==> src/common/i2ctg_pkg.sv <==
/*
 i2ctg_pkg: constants for the i2c protocol trigger.
 assumes a single 20 MHz clock domain and a word-aligned register port.
*/
package i2ctg_pkg;
  localparam int unsigned CLK_HZ = 20000000;
  // register byte offsets
  localparam logic [7:0] OFF_CTRL = 8'h00;
  localparam logic [7:0] OFF_ADDR_LO = 8'h04;
  localparam logic [7:0] OFF_ADDR_HI = 8'h08;
  localparam logic [7:0] OFF_PAT_LO = 8'h0C;
  localparam logic [7:0] OFF_PAT_HI = 8'h10;
  localparam logic [7:0] OFF_PAT_LEN = 8'h14;
  localparam logic [7:0] OFF_OFFSET = 8'h18;
  localparam logic [7:0] OFF_STATUS = 8'h1C;
  localparam logic [7:0] OFF_MASK = 8'h20;
  localparam logic [7:0] OFF_STATE = 8'h24;
  // control field positions
  localparam int unsigned CTL_TYPE = 0;
  localparam int unsigned CTL_ACC = 3;
  localparam int unsigned CTL_AOP = 5;
  localparam int unsigned CTL_ADDRESS_NOACK_DETECT = 8;
  localparam int unsigned CTL_ALEN = 9;
  localparam int unsigned CTL_DOP = 10;
  localparam int unsigned CTL_READ_END_NOACK_DETECT = 13;
  localparam int unsigned CTL_WRITE_DATA_NOACK_DETECT = 14;
  localparam int unsigned CTL_W = 15;
  localparam logic [14:0] CTRL_RST = 15'h6100;
  localparam logic [3:0] PAT_LEN_RST = 4'h1;
  localparam logic [12:0] OFFSET_RST = 13'h0001;
  // trigger types
  localparam logic [2:0] TY_START = 3'h0;
  localparam logic [2:0] restart_condition_type = 3'h1;
  localparam logic [2:0] TY_STOP = 3'h2;
  localparam logic [2:0] TY_NACK = 3'h3;
  localparam logic [2:0] TY_ADDR = 3'h4;
  localparam logic [2:0] TY_DATA = 3'h5;
  localparam logic [2:0] address_and_data_type = 3'h6;
  // direction qualifier
  localparam logic [1:0] ACC_EITHER = 2'h0;
  localparam logic [1:0] ACC_READ = 2'h1;
  localparam logic [1:0] ACC_WRITE = 2'h2;
  // compare operators
  localparam logic [2:0] OP_EQ = 3'h0;
  localparam logic [2:0] OP_NE = 3'h1;
  localparam logic [2:0] OP_LT = 3'h2;
  localparam logic [2:0] OP_LE = 3'h3;
  localparam logic [2:0] OP_GT = 3'h4;
  localparam logic [2:0] OP_GE = 3'h5;
  localparam logic [2:0] inside_range_operator = 3'h6;
  localparam logic [2:0] outside_range_operator = 3'h7;
  // relation codes
  localparam logic [1:0] REL_EQ = 2'h0;
  localparam logic [1:0] REL_LT = 2'h1;
  localparam logic [1:0] REL_GT = 2'h2;
  // status bits
  localparam int unsigned EV_TRIG = 0;
  localparam int unsigned EV_START = 1;
  localparam int unsigned EV_STOP = 2;
  localparam int unsigned EV_NACK = 3;
  localparam int unsigned EV_W = 4;
  localparam logic [4:0] TEN_BIT_PREFIX = 5'h1E;
  localparam logic [3:0] ACK_BIT = 4'h8;
  typedef enum logic [3:0] {
    ST_IDLE = 4'b0001,
    ST_ADDR1 = 4'b0010,
    ST_ADDR2 = 4'b0100,
    ST_DATA = 4'b1000
  } i2ctg_state_e;
endpackage : i2ctg_pkg

==> src/core/i2ctg_top.sv <==
/*
 i2ctg_top: passive i2c monitor raising a trigger on a selected condition.
 assumes scl/sda arrive asynchronously from the observed bus, and a
 register master on clk that never needs wait states.
*/
// What this block does
// seven trigger types, start after reset
// repeated start fires only inside open transfer
// stop mode fires on stop, ends frame
// combined fires on address and data match
// address qualified by read/write/either, either default
// eight address operators, equal after reset
// first address value, second upper range bound
// address not acknowledged fires, on after reset
// 7 or 10 bit address, 7 default
// six data operators, equal after reset
// pattern msb first, 64 bits, bytewise compare
// skip 1..4096 data bytes, 1 default
// read-end nack fires when enabled, default on
// write data nack fires when enabled, default on
// ack sampled ninth clock high, high is nack
`timescale 1ns/1ps
`default_nettype none
module i2ctg_top (
  // clock and reset
  input wire logic clk,
  input wire logic resetn,
  // register port
  input wire logic [7:0] reg_addr,
  input wire logic [31:0] reg_wdata,
  input wire logic reg_we,
  input wire logic reg_re,
  output logic [31:0] reg_rdata,
  // observed bus
  input wire logic scl_in,
  input wire logic sda_in,
  // trigger outputs
  output logic trig_pulse,
  output logic irq
);
  function automatic logic [1:0] rel_of(input logic [9:0] a, input logic [9:0] b);
    rel_of = (a == b) ? i2ctg_pkg::REL_EQ : ((a < b) ? i2ctg_pkg::REL_LT : i2ctg_pkg::REL_GT);
  endfunction : rel_of

  // rel_hi only matters for the two range operators
  function automatic logic op_ok(input logic [2:0] op, input logic [1:0] r, input logic [1:0] rh);
    case (op)
      i2ctg_pkg::OP_EQ: op_ok = (r == i2ctg_pkg::REL_EQ);
      i2ctg_pkg::OP_NE: op_ok = (r != i2ctg_pkg::REL_EQ);
      i2ctg_pkg::OP_LT: op_ok = (r == i2ctg_pkg::REL_LT);
      i2ctg_pkg::OP_LE: op_ok = (r != i2ctg_pkg::REL_GT);
      i2ctg_pkg::OP_GT: op_ok = (r == i2ctg_pkg::REL_GT);
      i2ctg_pkg::OP_GE: op_ok = (r != i2ctg_pkg::REL_LT);
      i2ctg_pkg::inside_range_operator:
        op_ok = (r != i2ctg_pkg::REL_LT) && (rh != i2ctg_pkg::REL_GT);
      i2ctg_pkg::outside_range_operator:
        op_ok = (r == i2ctg_pkg::REL_LT) || (rh == i2ctg_pkg::REL_GT);
      default: op_ok = 1'b0;
    endcase
  endfunction : op_ok

  // registers
  logic [14:0] ctrl_q;
  logic [9:0] addr_lo_q;
  logic [9:0] address_upper_bound;
  logic [63:0] data_pattern_lower;
  logic [3:0] pat_len_q;
  logic [12:0] data_byte_offset;
  logic [3:0] status_q;
  logic [3:0] mask_q;
  logic [31:0] reg_rdata_q;
  // line conditioning
  logic scl_s1, scl_s2, scl_s3;
  logic sda_s1, sda_s2, sda_s3;
  logic scl_f, sda_f, scl_p, sda_p;
  // protocol tracking
  i2ctg_pkg::i2ctg_state_e st_q, st_d;
  logic [3:0] bitcnt_q;
  logic [7:0] shreg_q;
  logic [1:0] hi_q;
  logic [7:0] lo_saved_q;
  logic rw_q, open_q, addr_hit_q;
  logic [12:0] dcnt_q;
  logic [1:0] rel_q;
  logic trig_q;

  // control fields
  wire [2:0] trig_type = ctrl_q[i2ctg_pkg::CTL_TYPE +: 3];
  wire [1:0] access_sel = ctrl_q[i2ctg_pkg::CTL_ACC +: 2];
  wire [2:0] address_compare_operator = ctrl_q[i2ctg_pkg::CTL_AOP +: 3];
  wire address_noack_detect = ctrl_q[i2ctg_pkg::CTL_ADDRESS_NOACK_DETECT];
  wire address_length_select = ctrl_q[i2ctg_pkg::CTL_ALEN];
  wire [2:0] data_compare_operator = ctrl_q[i2ctg_pkg::CTL_DOP +: 3];
  wire read_end_noack_detect = ctrl_q[i2ctg_pkg::CTL_READ_END_NOACK_DETECT];
  wire write_data_noack_detect = ctrl_q[i2ctg_pkg::CTL_WRITE_DATA_NOACK_DETECT];

  // register decode
  wire we_ctrl = reg_we && (reg_addr == i2ctg_pkg::OFF_CTRL);
  wire we_alo = reg_we && (reg_addr == i2ctg_pkg::OFF_ADDR_LO);
  wire we_ahi = reg_we && (reg_addr == i2ctg_pkg::OFF_ADDR_HI);
  wire we_plo = reg_we && (reg_addr == i2ctg_pkg::OFF_PAT_LO);
  wire we_phi = reg_we && (reg_addr == i2ctg_pkg::OFF_PAT_HI);
  wire we_plen = reg_we && (reg_addr == i2ctg_pkg::OFF_PAT_LEN);
  wire we_off = reg_we && (reg_addr == i2ctg_pkg::OFF_OFFSET);
  wire we_stat = reg_we && (reg_addr == i2ctg_pkg::OFF_STATUS);
  wire we_mask = reg_we && (reg_addr == i2ctg_pkg::OFF_MASK);

  // bus edges; sampling at scl rise is the start of the high phase
  wire scl_rise = scl_f && !scl_p;
  wire start_ev = scl_f && scl_p && sda_p && !sda_f;
  wire stop_ev = scl_f && scl_p && !sda_p && sda_f;
  // clock edges between frames carry no bits
  wire framed = (st_q != i2ctg_pkg::ST_IDLE);
  wire bit_ev = scl_rise && framed;
  wire ack_ev = bit_ev && (bitcnt_q == i2ctg_pkg::ACK_BIT);
  wire nack = sda_f;
  wire in_a1 = (st_q == i2ctg_pkg::ST_ADDR1);
  wire in_a2 = (st_q == i2ctg_pkg::ST_ADDR2);
  wire in_data = (st_q == i2ctg_pkg::ST_DATA);

  // address assembly
  wire pfx = address_length_select && (shreg_q[7:3] == i2ctg_pkg::TEN_BIT_PREFIX);
  wire go_a2 = in_a1 && pfx && !shreg_q[0];
  wire addr_done = ack_ev && ((in_a1 && !go_a2) || in_a2);
  wire [9:0] addr_val = in_a2 ? {hi_q, shreg_q} :
                        (pfx ? {shreg_q[2:1], lo_saved_q} : {3'h0, shreg_q[7:1]});
  wire rw_cur = in_a1 ? shreg_q[0] : rw_q;
  wire dir_ok = (access_sel == i2ctg_pkg::ACC_EITHER) ||
                ((access_sel == i2ctg_pkg::ACC_READ) && rw_cur) ||
                ((access_sel == i2ctg_pkg::ACC_WRITE) && !rw_cur);
  wire [1:0] rel_lo = rel_of(addr_val, addr_lo_q);
  wire [1:0] rel_hi = rel_of(addr_val, address_upper_bound);
  wire addr_ok = dir_ok && op_ok(address_compare_operator, rel_lo, rel_hi);

  // missing acknowledge cases
  wire nack_addr = ack_ev && (in_a1 || in_a2) && nack && address_noack_detect;
  wire nack_rd = ack_ev && in_data && rw_q && nack && read_end_noack_detect;
  wire nack_wr = ack_ev && in_data && !rw_q && nack && write_data_noack_detect;
  wire any_nack = ack_ev && nack;

  // data window and bytewise pattern compare
  wire [12:0] dk = dcnt_q - data_byte_offset;
  wire in_win = (dcnt_q >= data_byte_offset) && (dk < {9'h000, pat_len_q});
  wire [2:0] pidx = 3'(pat_len_q - 4'h1 - {1'b0, dk[2:0]});
  wire [63:0] pshift = data_pattern_lower >> {pidx, 3'h0};
  wire [7:0] pbyte = pshift[7:0];
  wire [1:0] rel_byte = rel_of({2'h0, shreg_q}, {2'h0, pbyte});
  // earlier bytes decide first, so the pattern orders like a big number
  wire [1:0] rel_n = ((dk[2:0] == 3'h0) || (rel_q == i2ctg_pkg::REL_EQ)) ? rel_byte : rel_q;
  wire last_byte = (dk[3:0] == (pat_len_q - 4'h1));
  wire data_hit = ack_ev && in_data && in_win && last_byte &&
                  op_ok(data_compare_operator, rel_n, rel_n);

  // trigger selection
  logic fire;
  always_comb begin
    case (trig_type)
      i2ctg_pkg::TY_START: fire = start_ev;
      i2ctg_pkg::restart_condition_type: fire = start_ev && open_q;
      i2ctg_pkg::TY_STOP: fire = stop_ev;
      // one type covers all three enabled nack cases
      i2ctg_pkg::TY_NACK: fire = nack_addr || nack_rd || nack_wr;
      i2ctg_pkg::TY_ADDR: fire = addr_done && addr_ok;
      i2ctg_pkg::TY_DATA: fire = data_hit;
      i2ctg_pkg::address_and_data_type: fire = data_hit && addr_hit_q;
      default: fire = 1'b0;
    endcase
  end

  // protocol state
  always_comb begin
    st_d = st_q;
    if (start_ev) begin
      st_d = i2ctg_pkg::ST_ADDR1;
    end else if (stop_ev) begin
      st_d = i2ctg_pkg::ST_IDLE;
    end else if (ack_ev) begin
      case (st_q)
        i2ctg_pkg::ST_ADDR1: st_d = nack ? i2ctg_pkg::ST_IDLE :
                                    (go_a2 ? i2ctg_pkg::ST_ADDR2 : i2ctg_pkg::ST_DATA);
        i2ctg_pkg::ST_ADDR2: st_d = nack ? i2ctg_pkg::ST_IDLE : i2ctg_pkg::ST_DATA;
        i2ctg_pkg::ST_DATA: st_d = i2ctg_pkg::ST_DATA;
        default: st_d = i2ctg_pkg::ST_IDLE;
      endcase
    end
  end

  wire [3:0] ev_now = {any_nack, stop_ev, start_ev, fire};
  // a new event beats a simultaneous clear
  wire [3:0] status_d = (status_q & ~(we_stat ? reg_wdata[3:0] : 4'h0)) | ev_now;
  // debug view; the address field is live, not latched
  wire [31:0] state_word = {12'h000, addr_val, rel_q, addr_hit_q, rw_q, st_q, open_q, 1'b0};
  logic [31:0] rd_mux;
  always_comb begin
    case (reg_addr)
      i2ctg_pkg::OFF_CTRL: rd_mux = {17'h00000, ctrl_q};
      i2ctg_pkg::OFF_ADDR_LO: rd_mux = {22'h000000, addr_lo_q};
      i2ctg_pkg::OFF_ADDR_HI: rd_mux = {22'h000000, address_upper_bound};
      i2ctg_pkg::OFF_PAT_LO: rd_mux = data_pattern_lower[31:0];
      i2ctg_pkg::OFF_PAT_HI: rd_mux = data_pattern_lower[63:32];
      i2ctg_pkg::OFF_PAT_LEN: rd_mux = {28'h0000000, pat_len_q};
      i2ctg_pkg::OFF_OFFSET: rd_mux = {19'h00000, data_byte_offset};
      i2ctg_pkg::OFF_STATUS: rd_mux = {28'h0000000, status_q};
      i2ctg_pkg::OFF_MASK: rd_mux = {28'h0000000, mask_q};
      i2ctg_pkg::OFF_STATE: rd_mux = state_word;
      default: rd_mux = 32'h00000000;
    endcase
  end

  // register file
  always_ff @(posedge clk) begin
    if (!resetn) begin
      ctrl_q <= i2ctg_pkg::CTRL_RST;
      addr_lo_q <= 10'h000;
      address_upper_bound <= 10'h000;
      data_pattern_lower <= 64'h0000000000000000;
      pat_len_q <= i2ctg_pkg::PAT_LEN_RST;
      data_byte_offset <= i2ctg_pkg::OFFSET_RST;
      status_q <= 4'h0;
      mask_q <= 4'h0;
      reg_rdata_q <= 32'h00000000;
    end else begin
      if (we_ctrl) ctrl_q <= reg_wdata[14:0];
      if (we_alo) addr_lo_q <= reg_wdata[9:0];
      if (we_ahi) address_upper_bound <= reg_wdata[9:0];
      if (we_plo) data_pattern_lower[31:0] <= reg_wdata;
      if (we_phi) data_pattern_lower[63:32] <= reg_wdata;
      // lengths outside 1..8 bytes are clamped
      if (we_plen) pat_len_q <= (reg_wdata[3:0] == 4'h0) ? 4'h1 :
                                (reg_wdata[3] ? 4'h8 : reg_wdata[3:0]);
      if (we_off) data_byte_offset <= (reg_wdata[12:0] == 13'h0000) ? 13'h0001 :
                                      ((reg_wdata[12:0] > 13'h1000) ? 13'h1000 : reg_wdata[12:0]);
      if (we_mask) mask_q <= reg_wdata[3:0];
      status_q <= status_d;
      reg_rdata_q <= reg_re ? rd_mux : 32'h00000000;
    end
  end

  // line synchroniser and agreement filter
  // a glitch shorter than one clock never reaches the filtered lines
  always_ff @(posedge clk) begin
    if (!resetn) begin
      {scl_s1, scl_s2, scl_s3} <= 3'h7;
      {sda_s1, sda_s2, sda_s3} <= 3'h7;
      {scl_f, sda_f, scl_p, sda_p} <= 4'hF;
    end else begin
      {scl_s1, scl_s2, scl_s3} <= {scl_in, scl_s1, scl_s2};
      {sda_s1, sda_s2, sda_s3} <= {sda_in, sda_s1, sda_s2};
      if (scl_s2 == scl_s3) scl_f <= scl_s3;
      if (sda_s2 == sda_s3) sda_f <= sda_s3;
      scl_p <= scl_f;
      sda_p <= sda_f;
    end
  end

  // bit, byte and transfer tracking
  always_ff @(posedge clk) begin
    if (!resetn) begin
      st_q <= i2ctg_pkg::ST_IDLE;
      bitcnt_q <= 4'h0;
      shreg_q <= 8'h00;
      hi_q <= 2'h0;
      lo_saved_q <= 8'h00;
      rw_q <= 1'b0;
      open_q <= 1'b0;
      addr_hit_q <= 1'b0;
      dcnt_q <= 13'h0000;
      rel_q <= i2ctg_pkg::REL_EQ;
      trig_q <= 1'b0;
    end else begin
      st_q <= st_d;
      trig_q <= fire;
      if (start_ev) begin
        open_q <= 1'b1;
        addr_hit_q <= 1'b0;
        bitcnt_q <= 4'h0;
      end else if (stop_ev) begin
        open_q <= 1'b0;
      end else if (bit_ev) begin
        bitcnt_q <= ack_ev ? 4'h0 : bitcnt_q + 4'h1;
        if (!ack_ev) shreg_q <= {shreg_q[6:0], sda_f};
      end
      if (ack_ev && in_a1) begin
        hi_q <= shreg_q[2:1];
        rw_q <= shreg_q[0];
      end
      if (ack_ev && in_a2) lo_saved_q <= shreg_q;
      if (addr_done) begin
        addr_hit_q <= addr_ok;
        dcnt_q <= 13'h0000;
      // saturate so a very long transfer never wraps back into the window
      end else if (ack_ev && in_data && (dcnt_q != 13'h1FFF)) begin
        dcnt_q <= dcnt_q + 13'h0001;
      end
      if (ack_ev && in_data && in_win) rel_q <= rel_n;
    end
  end

  assign reg_rdata = reg_rdata_q;
  assign trig_pulse = trig_q;
  assign irq = |(status_q & mask_q);
endmodule : i2ctg_top
`default_nettype wire

==> config.mk <==
export PLATFORM = sky130hd
export DESIGN_NAME = i2ctg_top
export DESIGN_NICKNAME = d
export VERILOG_FILES = /design/src/common/i2ctg_pkg.sv /design/src/core/i2ctg_top.sv
export SDC_FILE = /design/constraint.sdc
export NUM_CORES = 1
export LEC_CHECK = 0
export ABC_AREA = 1
export BUFFER_PORTS_ARGS = -buffer_cell sky130_fd_sc_hd__buf_4
export CORE_MARGIN = 10
export CORE_UTILIZATION = 50
export CTS_CLUSTER_DIAMETER = 100
export CTS_CLUSTER_SIZE = 24
export DETAILED_ROUTE_END_ITERATION = 7
export PLACE_DENSITY = 0.73
export SLEW_MARGIN = 25
export SYNTH_ARGS = -nofsm -noshare
export SYNTH_HDL_FRONTEND = slang
export SYNTH_SLANG_ARGS = --single-unit
==> constraint.sdc <==
create_clock -name clk -period 4.75 [get_ports clk]
set_input_delay 0.7125 -clock clk [delete_from_list [all_inputs] [get_ports clk]]
set_output_delay 0.7125 -clock clk [all_outputs]
set_load 0.005 [all_outputs]
==> Word level (Yosys, flattened, before mapping) <==
Index checks and enable logic that the tools add are counted.
{ "totals": {"out_inout_bits": 34, "register_bits": 211, "inputBits": 46} }
{ "op_classes": {"order_cmp": 6, "muxes": 31, "n_addsub": 5, "n_bitwise": 8, "shift": 1, "n_reduce_logical": 87, "n_eq_ne": 54} }
{ "op_table": {"columns": ["op", "count"], "rows": [
  ["$pmux W32 S10", 1],
  ["$shr A64 B6 Y8", 1],
  ["$logic_and A1 B1 Y1", 48],
  ["$eq A3 B3 Y1 const B", 11],
  ["$eq A8 B5 Y1 const B", 4],
  ["$mux W4", 7],
  ["$mux W13", 2],
  ["$eq A10 B10 Y1", 2],
  ["$lt A10 B10 Y1", 2],
  ["$mux W10", 2],
  ["$mux W2", 10],
  ["$eq A3 B2 Y1 const B", 6],
  ["$eq A8 B4 Y1 const B", 2],
  ["$eq A8 B6 Y1 const B", 2],
  ["$pmux W1 S8", 2],
  ["$add A13 B1 Y13 const B", 1],
  ["$ge A13 B13 Y1", 1],
  ["$gt A13 B13 Y1 const B", 1],
  ["$logic_not A13 Y1", 1],
  ["$lt A13 B4 Y1", 1],
  ["$ne A13 B13 Y1 const B", 1],
  ["$sub A13 B13 Y13", 1],
  ["$logic_not A3 Y1", 4],
  ["$pmux W4 S3", 1],
  ["other kinds (36)", 78]
]} }

==> Longest topological paths before layout <==
{ "depth": {"ltp_word": 14, "depth_mapped": 31} }

==> Least setup slack after synthesis <==
Ideal clock, no wire load.
{ "synth_timing": {"path_type": "register to register", "from": "reg dcnt_q[0]", "to": "reg status_q[0]", "period_less_slack_ns": 4.768, "path_slack_ns": -0.018, "n_path_buf": 1, "arrival_time_ns": 4.708, "stages_incl_launch_ff": 29, "path_cell_list": "dfxtp_1 inv_1 ha_1 fa_1 inv_1 fa_1 inv_1 clkbuf_1 o21ai_0 o211ai_1 o21ai_0 ha_1 nand2_1 nor2_1 nand4_1 nand2_1 inv_1 a22oi_1 ha_1 or2_2 o211ai_1 nand2_1 o21ai_0 inv_1 nor3_1 nand4_1 nand2_1 nand2_1 nand2_1"} }
{ "synth_via": {"elab_chain_cells": 14, "elab_cells_between_ends": 29} }
{ "synth_rtl": {"columns": ["item", "line_no", "rtl"], "rows": [
  ["start: declaration", "i2ctg_top.sv:83", "logic [12:0] dcnt_q;"],
  ["start signal: assignment", "i2ctg_top.sv:293", "dcnt_q <= dcnt_q + 13'h0001;"],
  ["$sub A13 B13 Y13", "i2ctg_top.sv:142", "wire [12:0] dk = dcnt_q - data_byte_offset;"],
  ["$sub A3 B3 Y3", "i2ctg_top.sv:144", "wire [2:0] pidx = 3'(pat_len_q - 4'h1 - {1'b0, dk[2:0]});"],
  ["$shr A64 B6 Y8", "i2ctg_top.sv:145", "wire [63:0] pshift = data_pattern_lower >> {pidx, 3'h0};"],
  ["$lt A8 B8 Y1", "i2ctg_top.sv:42", "rel_of = (a == b) ? i2ctg_pkg::REL_EQ : ((a < b) ? i2ctg_pkg::REL_LT : i2ctg_pkg::REL_GT);"],
  ["$mux W2 (2 in a row)", "i2ctg_top.sv:42", null],
  ["$mux W2", "i2ctg_top.sv:149", "wire [1:0] rel_n = ((dk[2:0] == 3'h0) || (rel_q == i2ctg_pkg::REL_EQ)) ? rel_byte : rel_q;"],
  ["$eq A2 B1 Y1 (tied with other cells)", "i2ctg_top.sv:50, i2ctg_top.sv:57", null],
  ["$logic_or A1 B1 Y1 or $logic_and A1 B1 Y1 (tied branches)", "i2ctg_top.sv:57, i2ctg_top.sv:55", null],
  ["$pmux W1 S8", "i2ctg_top.sv:47", "case (op)"],
  ["$logic_and A1 B1 Y1 (*)", "i2ctg_top.sv:151", "wire data_hit = ack_ev && in_data && in_win && last_byte &&"],
  ["$logic_and A1 B1 Y1", "i2ctg_top.sv:165", "i2ctg_pkg::address_and_data_type: fire = data_hit && addr_hit_q;"],
  ["$pmux W1 S7 (*)", "i2ctg_top.sv:157", "case (trig_type)"],
  ["$or A4 B4 Y4 (*)", "i2ctg_top.sv:190", "wire [3:0] status_d = (status_q & ~(we_stat ? reg_wdata[3:0] : 4'h0)) | ev_now;"],
  ["end signal: assignment", "i2ctg_top.sv:234", "status_q <= status_d;"],
  ["end: declaration", "i2ctg_top.sv:69", "logic [3:0] status_q;"]
]} }
Mark *: on every way between the ends. The rest lies on a longest branch, timed or not.
A chain may end at the register's enable or synchronous reset.

==> Final worst setup path <==
Ends and elaborated chain as after synthesis.

==> impl_metrics.env <==
export IMPL_cts_tree="built"
export IMPL_grt_max_degree=113
export IMPL_ys_ff_latch=211
export IMPL_p_seq_share_pct=58.8
export IMPL_power_density_mw_per_mm2=244
export IMPL_area_growth_synth_to_final_pct=12.0
export IMPL_yosysWarnings=0
export IMPL_clock_fmax_mhz=207
export IMPL_cts_hold_buf=0
export IMPL_critical_path_max_stage_delay_ns=0.65
export IMPL_vdd_drop_max_uv=200
export IMPL_whs_endpoint="sda_s2"
export IMPL_synth_edff_count=0
export IMPL_r2r_start="dcnt_q[0]"
export IMPL_worst_slack_ns=-0.0870
export IMPL_start_util_pct=50.7
export IMPL_pwr_share_comb_pct=5.1
export IMPL_synth_top_cell_area_share_pct=38.2
export IMPL_hpwl_um=26400
export IMPL_cts_max_path_buffers=3
export IMPL_drive_gt1_share_pct=11.8
export IMPL_hp_class="reg -> reg"
export IMPL_fin_skew_ns=0.0224
export IMPL_ys_seq_area_share_pct=38.2
export IMPL_drtPass1Iterations=7
export IMPL_fp_dieH_um=169
export IMPL_drtIter0Drc=1316
export IMPL_placementRows=54
export IMPL_internal_power_w=0.00232
export IMPL_dieArea_mm2=0.0285
export IMPL_crit_slowest_cell="fa_2"
export IMPL_rsz0062_at_grt="yes"
export IMPL_synth_fp_nets=1668
export IMPL_tightest_slew_ns=1.05
export IMPL_yosys_top_cells_area="dfxtp_1, nand2_1, a21oi_1"
export IMPL_synth_most_common_cell="nand2_1"
export IMPL_yosys_top_cells_count="nand2_1, dfxtp_1, a21oi_1"
export IMPL_r2r_end="status_q[0]"
export IMPL_seq_area_mm2=0.00423
export IMPL_grt_pass1_wl_um=54700
export IMPL_pwr_share_clk_pct=36.2
export IMPL_required_ns=5.17
export IMPL_period_minus_slack_ns=4.84
export IMPL_netlist_instances=1566
export IMPL_cpMostUsedCell="nand2_1"
export IMPL_run_status="finished with violations"
export IMPL_grt_pass1_vias=10200
export IMPL_globalplace_congestion=0.975
export IMPL_nNetsFinal=1736
export IMPL_die_x_um=169
export IMPL_wl_per_cell_um=18.4
export IMPL_r2r_slack_ns=-0.09
export IMPL_async_reset_ff_share_pct=0
export IMPL_final_setup_tns_ns=-0.153
export IMPL_synth_distinct_cells=57
export IMPL_via_per_inst=5.75
export IMPL_hold_viol=0
export IMPL_ff2ff_path_depth=28
export IMPL_critPathKind="reg -> reg"
export IMPL_vias=11000
export IMPL_start_kind="flop"
export IMPL_drtAntennaViolNets=0
export IMPL_antennaDiodeCount=0
export IMPL_final_util_pct=56.8
export IMPL_drc=0
export IMPL_path_max_fanout=5
export IMPL_avgSynthCellArea_um2=7.07
export IMPL_io_pins=80
export IMPL_antenna_found_initial=0
export IMPL_syn_area_mm2=0.0111
export IMPL_ys_flop_type="dfxtp_1"
export IMPL_clk_pin_slew_worst_paths_ns=0.10
export IMPL_h_tree_depth=1
export IMPL_pre_cts_slack_ns=-0.199
export IMPL_core_mm2=0.0218
export IMPL_io_buffers=79
export IMPL_multi_input_area_mm2=0.00585
export IMPL_min_delay_start="sda_s1"
export IMPL_synth_top_area_cell="dfxtp_1"
export IMPL_drv_cap=0
export IMPL_finalCritPeriodShare_pct=102
export IMPL_violations="setup timing"
export IMPL_cts_buffers_inserted=12
export IMPL_power_leakage_nw=5.16
export IMPL_slew_viol_final=0
export IMPL_grt_ovfl_total=0
export IMPL_fillers=2147
export IMPL_power_switching_share_pct=23.2
export IMPL_critPathArrivalTime_ns=5.26
export IMPL_worstSkewPairLatency_ns=0.49
export IMPL_cts_root_buf="clkbuf_16"
export IMPL_setup_viol=2
export IMPL_routed_wl_um=35200
export IMPL_whs_path_depth=1
export IMPL_cp_end_kind="flop"
export IMPL_cts_sinks=211
export IMPL_max_slew_margin_rel_pct=30.0
export IMPL_grt_use_total_pct=23.5
export IMPL_power_total_w=0.00302
export IMPL_power_switching_w=0.000700
-- critical path: cells and delay by family (launching register included) --
kind | cells | cell delay (ns)
and+or+nand+nor | 8 | 0.87
adders and majority gates | 5 | 1.87
buffers and inverters | 5 | 0.53
AOI/OAI and AO/OA | 10 | 1.17
DFF | 1 | 0.35
-- what timing repair did --
action	in CTS	in global routing
gates resized for setup	13	9
setup endpoints to repair	2	2
pin swaps	10	16
buffers inserted	2	4
cloned	1	0
-- per-stage QoR --
stage	instances	hold WS, ns	cell area [um2]
after floorplan	1566	0.393	11100
after global placement	1893	0.396	12000
after detailed placement	1893	0.399	12000
after CTS	1910	0.414	12300
after global routing	1914	0.422	12400
final	1914	0.418	12400
-- cell families (layout without fill, tap and decap cells) --
kind of cell,Yosys count,in the layout,share of synthesized area (%)
AOI/OAI and AO/OA,479,479,24.0
xor gates and xnor gates,7,7,0.554
adders and majority gates,56,56,6.46
buffers and inverters,268,336,9.42
DFF,211,211,38.2
and+or+nand+nor,545,545,21.4
-- layout make-up --
| cell class | count | area share [%] |
|---|---|---|
| repair inverters | 1 | 0.0606 |
| multi-input cells | 1087 | 47.2 |
| flip-flops and latches | 211 | 34.1 |
| clock inverters | 1 | 0.0606 |
| well taps | 280 | 2.83 |
| clock buffers | 13 | 2.62 |
| inverters | 210 | 6.36 |
| repair buffers | 111 | 6.75 |
-- cell usage in the layout, fill, tap and decap left out, types with 6 or more instances in the layout --
cell type and count:
nand2_2 7, o21ai_0 178, clkbuf_16 13, or2_2 7, ha_1 53, nand3_1 50
nor2_2 8, nor2_1 147, o211ai_1 15, nand2_1 271, inv_1 192, nor3_2 6
nor3_1 8, o22ai_1 30, a221oi_1 7, nand4_1 19, dfxtp_1 210, a31oi_1 8
nor2_4 6, inv_2 14, buf_4 110, a21oi_1 194, a211oi_1 11
-- power by group through the flow --
stage / Clock [W] / Combinational [W] / Sequential [W]
after global placement: 0 / 0.000142 / 0.00182
final: 0.00109 / 0.000153 / 0.00177
after floorplan: 0 / 0.0000715 / 0.00181
after CTS: 0.00110 / 0.000146 / 0.00177
after global routing: 0.00115 / 0.000165 / 0.00178
after detailed placement: 0 / 0.000144 / 0.00182
-- sequential cells by signal, summed over array words and instances (netlist names), 2 cells and up --
| register | count |
|---|---|
| bitcnt_q | 4 |
| mask_q | 4 |
| hi_q | 2 |
| shreg_q | 8 |
| lo_saved_q | 8 |
| data_byte_offset | 13 |
| ctrl_q | 15 |
| address_upper_bound | 10 |
| reg_rdata | 32 |
| st_q | 4 |
| addr_lo_q | 10 |
| status_q | 4 |
| data_pattern_lower | 64 |
| rel_q | 2 |
| pat_len_q | 4 |
| dcnt_q | 13 |
-- per-layer routing --
metal | GRT usage, % | vias to the layer above | routed length, um | share of wire [%]
met2 | 36.3 | 528 | 15200 | 43
met1 | 31.5 | 4997 | 15200 | 43
met5 | 0 | - | 0 | 0
met4 | 10.2 | 0 | 1640 | 4.7
li1 | - | 5371 | - | -
met3 | 4.35 | 105 | 3170 | 9.0
-- how the worst max path moves through the flow --
stage,start,slack (ns),to
3_5_place_dp,dcnt_q[0],-0.20,status_q[0]
4_1_cts,dcnt_q[0],0.03,status_q[0]
3_3_place_gp,dcnt_q[0],-0.04,status_q[0]
6_report,dcnt_q[0],-0.09,status_q[0]
2_1_floorplan,dcnt_q[0],0.06,status_q[0]
5_1_grt,dcnt_q[0],-0.40,status_q[0]
No activity file was read; power rests on OpenSTA's default activity.
